`src/pcht_pkg.sv`:
```
// Package: offsets, reset values and carriers for the config header tail
package pcht_pkg;
  // Configuration byte offsets
  localparam logic [7:0] OFS_SUBSYS_VENDOR = 8'h2C;
  localparam logic [7:0] OFS_SUBSYS = 8'h2E;
  localparam logic [7:0] OFS_CAP_PTR = 8'h34;
  localparam logic [7:0] OFS_INT_ROUTE = 8'h3C;
  localparam logic [7:0] OFS_INT_PIN = 8'h3D;
  localparam logic [7:0] OFS_MIN_GNT = 8'h3E;
  localparam logic [7:0] OFS_MAX_LAT = 8'h3F;
  localparam logic [7:0] OFS_TRDY_TMO = 8'h40;
  localparam logic [7:0] OFS_RETRY_LIM = 8'h41;
  localparam logic [7:0] OFS_BUS_REL = 8'h60;
  localparam logic [7:0] OFS_FRAME_ADJ = 8'h61;
  localparam logic [7:0] OFS_PORT_WAKE = 8'h62;
  // Fixed and reset values
  localparam logic [7:0] CAP_PTR_VAL = 8'hDC;
  localparam logic [7:0] INT_PIN_VAL = 8'h01;
  localparam logic [7:0] INT_ROUTE_RST = 8'h00;
  localparam logic [7:0] TRDY_TMO_RST = 8'h00;
  localparam logic [7:0] RETRY_LIM_RST = 8'h00;
  localparam logic [7:0] MIN_GNT_OPEN = 8'h01;
  localparam logic [7:0] MIN_GNT_ENH = 8'h02;
  localparam logic [7:0] MAX_LAT_OPEN = 8'h2A;
  localparam logic [7:0] MAX_LAT_ENH = 8'h10;
  localparam logic [7:0] BUS_REL_VAL = 8'h20;
  localparam logic [7:0] FRAME_ADJ_RST = 8'h20;
  localparam logic [15:0] PORT_WAKE_RST = 16'h0007;
  // Target-ready limit layout
  localparam int TRDY_LIM_W = 13;
  localparam int TRDY_ZERO_BITS = 5;
  // Config access carrier
  typedef struct packed {
    logic rd;
    logic wr;
    logic [5:0] dword;
    logic [3:0] be;
    logic [31:0] wdata;
  } pcht_req_t;
  // Transfer monitor carrier
  typedef struct packed {
    logic trdy_wait;
    logic xfer_start;
    logic retry;
  } pcht_mon_t;
endpackage

```
`src/pcht_header_tail.sv`:
```
// Config header tail registers of one host controller function
`timescale 1ns/1ps
`default_nettype none
module pcht_header_tail #(
  parameter bit ENHANCED = 1'b0,
  parameter logic [15:0] SUBSYS_VENDOR = 16'hA5A5, // Arbitrary value
  parameter logic [15:0] SUBSYS_OPEN = 16'h5A01, // Arbitrary value
  parameter logic [15:0] SUBSYS_ENH = 16'h5A02 // Arbitrary value
) (
  // Clock and reset
  input wire logic CLK,
  input wire logic RST,
  // Configuration access
  input wire pcht_pkg::pcht_req_t CFG_REQ,
  output logic [31:0] CFG_RDATA,
  output logic CFG_ACK,
  // Transfer monitor from this function's master logic
  input wire pcht_pkg::pcht_mon_t MON,
  // Error flag toward the status word
  input wire logic UE_CLEAR,
  output logic UNRECOVERABLE_ERROR_FLAG,
  // Setting seen by the frame timer
  output logic [5:0] FRAME_LENGTH_ADJUST
);
  localparam int LW = pcht_pkg::TRDY_LIM_W;
  logic [7:0] int_route_q, int_route_d;
  logic [7:0] trdy_tmo_q, trdy_tmo_d;
  logic [7:0] retry_lim_q, retry_lim_d;
  logic [7:0] frame_adj_q, frame_adj_d;
  logic [15:0] port_wake_q, port_wake_d;
  logic [LW-1:0] trdy_cnt_q, trdy_cnt_d;
  logic [7:0] retry_cnt_q, retry_cnt_d;
  logic ue_q, ue_d;
  logic [31:0] rdata_q, rdata_d;
  logic ack_q, ack_d;
  logic [LW-1:0] trdy_limit;
  logic trdy_over, retry_over;

  // Byte-lane merge for a writable byte
  function automatic logic [7:0] lane(input logic [7:0] old,
      input logic [31:0] wd, input logic [3:0] be, input int idx);
    lane = be[idx] ? wd[idx*8 +: 8] : old;
  endfunction

  // Dword hit test on a byte offset
  function automatic logic hit(input logic [5:0] dw, input logic [7:0] ofs);
    hit = (dw == ofs[7:2]);
  endfunction

  // Limit is the byte with five zero bits below it
  assign trdy_limit = {trdy_tmo_q, {pcht_pkg::TRDY_ZERO_BITS{1'b0}}};
  assign trdy_over = (trdy_tmo_q != 8'h00) && MON.trdy_wait
                     && (trdy_cnt_q >= trdy_limit);
  assign retry_over = (retry_lim_q != 8'h00) && MON.retry
                      && (retry_cnt_q >= retry_lim_q);

  // Writable bytes; read-only bytes have no storage, so writes drop
  always_comb begin
    int_route_d = int_route_q;
    trdy_tmo_d = trdy_tmo_q;
    retry_lim_d = retry_lim_q;
    frame_adj_d = frame_adj_q;
    port_wake_d = port_wake_q;
    if (CFG_REQ.wr) begin
      if (hit(CFG_REQ.dword, pcht_pkg::OFS_INT_ROUTE)) begin
        int_route_d = lane(int_route_q, CFG_REQ.wdata, CFG_REQ.be, 0);
      end
      if (hit(CFG_REQ.dword, pcht_pkg::OFS_TRDY_TMO)) begin
        trdy_tmo_d = lane(trdy_tmo_q, CFG_REQ.wdata, CFG_REQ.be, 0);
        retry_lim_d = lane(retry_lim_q, CFG_REQ.wdata, CFG_REQ.be, 1);
      end
      if (ENHANCED && hit(CFG_REQ.dword, pcht_pkg::OFS_BUS_REL)) begin
        frame_adj_d = lane(frame_adj_q, CFG_REQ.wdata, CFG_REQ.be, 1);
        port_wake_d[7:0] = lane(port_wake_q[7:0], CFG_REQ.wdata, CFG_REQ.be, 2);
        port_wake_d[15:8] = lane(port_wake_q[15:8], CFG_REQ.wdata, CFG_REQ.be, 3);
      end
    end
  end

  // Wait and retry counters; the error flag set wins over a clear
  always_comb begin
    trdy_cnt_d = trdy_cnt_q;
    retry_cnt_d = retry_cnt_q;
    ue_d = ue_q;
    if (!MON.trdy_wait) begin
      trdy_cnt_d = '0;
    end else if (trdy_cnt_q != {LW{1'b1}}) begin
      trdy_cnt_d = trdy_cnt_q + 1'b1;
    end
    // Retry count restarts per transfer and saturates
    if (MON.xfer_start) begin
      retry_cnt_d = '0;
    end else if (MON.retry && retry_cnt_q != 8'hFF) begin
      retry_cnt_d = retry_cnt_q + 8'h01;
    end
    if (UE_CLEAR) begin
      ue_d = 1'b0;
    end
    if (trdy_over || retry_over) begin
      ue_d = 1'b1;
    end
  end

  // Read mux; answers one cycle after the request
  always_comb begin
    rdata_d = 32'h0000_0000;
    ack_d = CFG_REQ.rd || CFG_REQ.wr;
    if (CFG_REQ.rd) begin
      if (hit(CFG_REQ.dword, pcht_pkg::OFS_SUBSYS_VENDOR)) begin
        rdata_d = {ENHANCED ? SUBSYS_ENH : SUBSYS_OPEN,
                   SUBSYS_VENDOR};
      end else if (hit(CFG_REQ.dword, pcht_pkg::OFS_CAP_PTR)) begin
        // Low two bits forced so the pointer is always dword aligned
        rdata_d = {24'h000000, pcht_pkg::CAP_PTR_VAL[7:2], 2'b00};
      end else if (hit(CFG_REQ.dword, pcht_pkg::OFS_INT_ROUTE)) begin
        // Grant and latency in 250 ns units; pin is INTA encoding
        rdata_d = {ENHANCED ? pcht_pkg::MAX_LAT_ENH
                            : pcht_pkg::MAX_LAT_OPEN,
                   ENHANCED ? pcht_pkg::MIN_GNT_ENH
                            : pcht_pkg::MIN_GNT_OPEN,
                   pcht_pkg::INT_PIN_VAL,
                   int_route_q};
      end else if (hit(CFG_REQ.dword, pcht_pkg::OFS_TRDY_TMO)) begin
        rdata_d = {16'h0000, retry_lim_q, trdy_tmo_q};
      end else if (ENHANCED && hit(CFG_REQ.dword, pcht_pkg::OFS_BUS_REL)) begin
        rdata_d = {port_wake_q, frame_adj_q, pcht_pkg::BUS_REL_VAL};
      end
    end
  end

  always_ff @(posedge CLK) begin
    if (RST) begin
      int_route_q <= pcht_pkg::INT_ROUTE_RST;
      trdy_tmo_q <= pcht_pkg::TRDY_TMO_RST;
      retry_lim_q <= pcht_pkg::RETRY_LIM_RST;
      frame_adj_q <= pcht_pkg::FRAME_ADJ_RST;
      port_wake_q <= pcht_pkg::PORT_WAKE_RST;
      trdy_cnt_q <= '0;
      retry_cnt_q <= 8'h00;
      ue_q <= 1'b0;
      rdata_q <= 32'h0000_0000;
      ack_q <= 1'b0;
    end else begin
      int_route_q <= int_route_d;
      trdy_tmo_q <= trdy_tmo_d;
      retry_lim_q <= retry_lim_d;
      frame_adj_q <= frame_adj_d;
      port_wake_q <= port_wake_d;
      trdy_cnt_q <= trdy_cnt_d;
      retry_cnt_q <= retry_cnt_d;
      ue_q <= ue_d;
      rdata_q <= rdata_d;
      ack_q <= ack_d;
    end
  end

  assign CFG_RDATA = rdata_q;
  assign CFG_ACK = ack_q;
  assign UNRECOVERABLE_ERROR_FLAG = ue_q;
  assign FRAME_LENGTH_ADJUST = frame_adj_q[5:0];
endmodule
`default_nettype wire

```
`config.mk`:
```
export PLATFORM = sky130hd
export DESIGN_NAME = pcht_header_tail
export DESIGN_NICKNAME = d
export VERILOG_FILES = /design/src/pcht_pkg.sv /design/src/pcht_header_tail.sv
export SDC_FILE = /design/constraint.sdc
export NUM_CORES = 1
export LEC_CHECK = 0
export BUFFER_PORTS_ARGS = -buffer_cell sky130_fd_sc_hd__buf_4
export CAP_MARGIN = 20
export CORE_MARGIN = 2
export CORE_UTILIZATION = 56
export DETAILED_ROUTE_END_ITERATION = 16
export HOLD_SLACK_MARGIN = 0.05
export PLACE_DENSITY = 0.85
export SKIP_CTS_REPAIR_TIMING = 1
export SYNTH_ARGS = -nofsm -noshare
export SYNTH_HDL_FRONTEND = slang
export SYNTH_SLANG_ARGS = --single-unit
```
`constraint.sdc`:
```
create_clock -name CLK -period 4.85 [get_ports CLK]
set_clock_uncertainty 0.1 [all_clocks]
set_input_delay 0.2425 -clock CLK [delete_from_list [all_inputs] [get_ports CLK]]
set_output_delay 0.2425 -clock CLK [all_outputs]
set_load 0.05 [all_outputs]
```
Word-level counts from Yosys, hierarchy flattened
Index checks and enable logic that the tools add are counted.
{ "totals": {"elab_cells": 51, "output_inout_bits": 40, "register_bits": 79, "in_bits": 50} }
{ "classes": {"n_mux": 6, "n_addsub": 2, "n_reduce_logical": 20, "bitwise": 3, "n_eq_ne": 6, "magnitude_cmp": 2} }
{ "ops": {"columns": ["operator", "count"], "rows": [
  ["30-bit two-way mux", 2],
  ["31-bit two-way mux", 1],
  ["6-bit by 4-bit equality test with 1-bit output, second input constant", 3],
  ["16-bit two-way mux", 1],
  ["8-bit nonzero test", 2],
  ["13-bit by 1-bit adder with 13-bit output, second input constant", 1],
  ["13-bit greater-or-equal comparator", 1],
  ["13-bit != test, second input constant", 1],
  ["3-bit AND reduction", 3],
  ["8-bit by 1-bit adder with 8-bit output, second input constant", 1],
  ["8-bit greater-or-equal comparator", 1],
  ["8-bit != test, second input constant", 1],
  ["6-bit by 5-bit equality test with 1-bit output, second input constant", 1],
  ["2-bit OR reduction", 3],
  ["6-bit OR reduction", 1],
  ["1-bit logical AND", 5],
  ["5-bit OR reduction", 1],
  ["4-bit OR reduction", 1],
  ["1-bit inverter", 3],
  ["3-bit OR reduction", 1],
  ["1-bit logical OR", 2],
  ["1-bit two-way mux", 2],
  ["2-bit nonzero test", 1]
]} }

Logic depth before layout (Yosys ltp)
{ "depth": {"depth_word": 5, "ltp_mapped": 6, "mapped_depth_nobuf": 6} }

Worst setup path after synthesis
Ideal clock, no wire load.
{ "synth_path": {"path_kind": "reg-to-reg", "from": "register retry_cnt_q[0]", "to": "register retry_cnt_q[5]", "t_arrival_ps": 1411, "n_path_buf": 0, "stages_incl_launch_ff": 6, "setup_slack_ps": 3270, "required_time_ps": 4680, "setup_time_ps": 70, "synth_period_minus_slack_ps": 1580, "cell_sequence": "dfxtp_1 -> ha_1 -> nand3_1 -> o21ai_1 -> or4_1 -> a21oi_1"} }
{ "synth_between": {"elab_chain_cells": 2, "word_cells_on_any_way": 3, "classes_between": "add/sub: 1; eq/ne: 1; reduce/logical: 1"} }
{ "synth_lines": {"columns": ["item", "line", "text"], "rows": [
  ["from (decl)", "pcht_header_tail.sv:32", "logic [7:0] retry_cnt_q, retry_cnt_d;"],
  ["from (signal assigned)", "pcht_header_tail.sv:150", "retry_cnt_q <= retry_cnt_d;"],
  ["branches (longest 2 deep; another with 8-bit by 1-bit adder with 8-bit output)", null, null]
]} }
Several ways; the timed one is not identified.
A chain may end at the register's enable or synchronous reset.

Worst setup path in the final report
{ "layout_path": {"from": "register trdy_cnt_q[0]", "to": "register trdy_cnt_q[4]"} }
{ "layout_between": {"elab_chain_cells": 1, "word_cells_on_any_way": 2, "classes_between": "add/sub: 1; eq/ne: 1"} }
{ "layout_lines": {"columns": ["item", "line", "text"], "rows": [
  ["from (decl)", "pcht_header_tail.sv:31", "logic [LW-1:0] trdy_cnt_q, trdy_cnt_d;"],
  ["from (signal assigned)", "pcht_header_tail.sv:149", "trdy_cnt_q <= trdy_cnt_d;"],
  ["13-bit by 1-bit adder with 13-bit output or 13-bit != test (tied branches)", "pcht_header_tail.sv:88, pcht_header_tail.sv:87", null]
]} }
Parallel ways exist; a longest one is shown, timed or not.

==> load_flow_metrics.sql <==
INSERT INTO impl_metrics (metric_group, metric, value, unit) VALUES
('logic_synthesis', 'synth_enable_flop_cells', '0', ''),
('logic_synthesis', 'synth_ff_type', 'dfxtp_1', ''),
('critical_path', 'timing.setup.critical_path_class', 'reg2reg', ''),
('job', 'drv_cap', '0', ''),
('routing', 'routed_wire_length_per_instance', '14.70', 'µm'),
('grt', 'grt_start_max_net_pins', '34', ''),
('logic_synthesis', 'number_of_distinct_library_cells_after_synthesis', '52', ''),
('routing', 'detail_route.wirelength', '7411', 'µm'),
('critical_path', 'cp_slowest_cell', 'dfxtp_1', ''),
('critical_path', 'start_kind', 'register', ''),
('grt', 'wire_length_of_the_first_global_routing_pass', '11870', 'µm'),
('logic_synthesis', 'post_synth_inst_count', '372', ''),
('critical_path', 'worstPathCellList', 'ha_1 -> nand2_1 -> nor3_1 -> a21oi_1 -> mux2i_1', ''),
('pwr', 'irDropWorstVdd', '0.1815', 'mV'),
('logic_synthesis', 'ys_async_sr_fraction', '0', ''),
('logic_synthesis', 'average_instance_area_after_synthesis', '8.849', 'µm²'),
('final_layout', 'sequential_cell_area', '1321', 'µm²'),
('clock_network', 'cts.htree.levels', '3', ''),
('die', 'io_pins', '90', ''),
('die', 'floorplan.initialDensity', '0.5870', ''),
('pwr', 'fin_total_pwr', '1114', 'µW'),
('sta', 'timing.final.ws_setup', '3057', 'ps'),
('routing', 'ant_nets', '0', ''),
('critical_path', 'critical_path_arrival', '1930', 'ps'),
('critical_path', 'cp_top_family', 'simple AND/OR/NAND/NOR gates', ''),
('routing', 'drc', '0', ''),
('grt', 'grt_antenna_before_repair', '0', ''),
('sta', 'grt_setup_unrepaired', 'false', ''),
('die', 'design.die.area', '6508', 'µm²'),
('pwr', 'p_clk_frac', '0.426', ''),
('final_layout', 'n_fill_cell', '425', ''),
('pwr', 'p_leak', '0.001664', 'µW'),
('sta', 'final.min_clock_period', '1793', 'ps'),
('routing', 'dr.pass1.iters', '4', ''),
('final_layout', 'antenna_fix_cells', '0', ''),
('placed_design', 'place_ws', '3002', 'ps'),
('critical_path', 'regToRegStartpoint', 'trdy_cnt_q[0]$_SDFFE_PP0P_', ''),
('pwr', 'power_report.internal_total', '826.4', 'µW'),
('grt', 'first_global_vias', '2570', ''),
('critical_path', 'worst-path-buf-inv', '0', ''),
('pwr', 'power_dissipated_by_switching_net_loads', '287.1', 'µW'),
('sta', 'max_clk_rate', '557.7', 'MHz'),
('clock_network', 'clk-insertion-delay-late', '350', 'ps'),
('logic_synthesis', 'synth-seq-cells', '66', ''),
('final_layout', 'total_area_of_multi_input_combinational_cells', '1729', 'µm²'),
('critical_path', 'crit_required', '4990', 'ps'),
('clock_network', 'cts_sinks', '66', ''),
('critical_path', 'end_kind', 'register', ''),
('critical_path', 'max_stage_delay', '440', 'ps'),
('routing', 'num_vias', '2838', ''),
('sta', 'slew_violations', '0', ''),
('pwr', 'relative_contribution_of_combinational_cells_to_total_power', '0.082', ''),
('logic_synthesis', 'synthesis.yosys.warnings', '0', ''),
('sta', 'final_min_period_over_clock_period', '0.3697', ''),
('die', 'die_h', '80.67', 'µm'),
('sta', 'max_slew.worst_pin.slew', '688.1', 'ps'),
('critical_path', 'crit_path_max_fanout', '7', ''),
('final_layout', 'area_delta_synth_final', '18.55', '%'),
('sta', 'timing.final.setup_violations', '0', ''),
('routing', 'number_of_design_rule_violations_left_by_the_first_detailed_router_iteration', '164', ''),
('logic_synthesis', 'netlist_area', '3292', 'µm²'),
('die', 'core_area', '5608', 'µm²'),
('sta', 'maxSlewHeadroom', '0.5403', ''),
('die', 'rows', '27', ''),
('grt', 'globalRoute.totalOverflow', '0', ''),
('pwr', 'p_sw_frac', '0.2579', ''),
('clock_network', 'cts-root-buf', 'clkbuf_8', ''),
('placed_design', 'gpl.final_weighted_congestion', '0.9026', ''),
('clock_network', 'tritoncts', 'yes', ''),
('status', 'run_status', 'completed', ''),
('critical_path', 'worstSetupStartpoint', 'trdy_cnt_q[0]$_SDFFE_PP0P_', '');
==> worst reg2reg max path: stages, from the launching register on <==
cell	delay (ps)
dfxtp_1	440
ha_1	270
nand2_1	160
nor3_1	430
a21oi_1	160
mux2i_1	130
==> final cells by class <==
cell class | count | share of cell area
Clock buffer | 10 | 0.03527
Clock inverter | 6 | 0.01667
Inverter | 23 | 0.02212
Multi-Input combinational cell | 266 | 0.4431
Sequential cell | 66 | 0.3386
Tap cell | 72 | 0.02308
Timing Repair Buffer | 61 | 0.1212
==> flip-flops by register name, indices dropped and copies added, names as in the netlist <==
name                      flops
CFG_RDATA                    19
trdy_cnt_q                   13
trdy_tmo_q                    8
retry_cnt_q                   8
int_route_q                   8
retry_lim_q                   8
UNRECOVERABLE_ERROR_FLAG      1
CFG_ACK                       1
==> power groups by stage <==
stage / clock network (µW) / logic [µW] / registers (µW)
final: 475 / 91.3 / 547
after global routing: 505 / 97.3 / 548
after CTS: 476 / 86.7 / 547
after detailed placement: 0 / 85.3 / 560
after global placement: 0 / 84.1 / 560
after floorplan: 0 / 61.3 / 563
==> cells by family (layout without fill, tap and decap cells) <==
family	count (synthesis)	after routing	share of synthesized area
and+or+nand+nor	139	139	0.2258
adders and majority gates	19	19	0.07222
muxes	29	29	0.08818
xor gates and xnor gates	2	2	0.005322
DFF	66	66	0.4014
AOI/OAI and AO/OA	61	61	0.1156
other	2	16	0.002281
buffers and inverters	54	100	0.08932
==> synthesized netlist by cell type, drive strengths merged (2+ instances only) <==
cell / n / share of area
nor3: 6 / 0.0091
o211ai: 2 / 0.0046
and3: 10 / 0.019
ha: 19 / 0.072
nor2: 40 / 0.046
o41ai: 2 / 0.0053
nor2b: 5 / 0.0095
o31ai: 2 / 0.0046
conb: 2 / 0.0023
o21ai: 14 / 0.021
dfxtp: 66 / 0.40
clkbuf: 6 / 0.0068
a211oi: 3 / 0.0068
a21oi: 22 / 0.033
or2: 2 / 0.0038
mux2i: 29 / 0.088
inv: 23 / 0.026
and2: 6 / 0.011
nand2: 28 / 0.032
or4: 3 / 0.0068
nand4: 7 / 0.020
buf: 25 / 0.056
nor4: 6 / 0.016
nand3: 13 / 0.021
and4: 3 / 0.0080
nand2b: 6 / 0.011
xnor2: 2 / 0.0053
a31oi: 6 / 0.011
==> metrics by stage <==
stage               instances  hold slack [ps]  area (µm²)  utilization
global placement          482            368.3        3640       0.6490
finish                    504            30.16        3902       0.6959
global route              504            53.17        3902       0.6959
floorplan                 386            258.3        3344            -
CTS                       498            24.35        3842       0.6852
detailed placement        482            381.1        3640       0.6490
==> cell usage in the layout, fill, tap and decap left out, types with 10 or more instances in the layout <==
cell,Yosys,routed
buf_4,22,55
dfxtp_1,66,66
nor2_1,40,40
nand3_1,12,12
and3_1,10,10
nand2_1,28,28
clkbuf_8,0,10
ha_1,19,19
a21oi_1,22,22
inv_1,23,23
o21ai_0,12,12
conb_1,2,16
mux2i_1,29,29
==> routing by layer <==
metal | routed length [µm] | vias to the layer above | GRT usage | share of wire
met4 | 99 | 0 | 0.1186 | 0.013
li1 | - | 1384 | - | -
met2 | 3554 | 119 | 0.4083 | 0.48
met5 | 0 | - | 0 | 0
met1 | 3206 | 1327 | 0.2870 | 0.43
met3 | 550 | 8 | 0.04157 | 0.074
==> path summary, 6_finish.rpt <==
kind / endpoint / slack [ps] / cells after the start
worst max-delay path: trdy_cnt_q[4]$_SDFFE_PP0P_ / 3060 / 5
worst min-delay path: retry_lim_q[3]$_SDFFE_PP0P_ / 30 / 3
worst max register to register: trdy_cnt_q[4]$_SDFFE_PP0P_ / 3060 / 5
worst min register to register: CFG_RDATA[13]$_SDFF_PP0_ / 400 / 2
No activity file was read; power rests on OpenSTA's default activity.
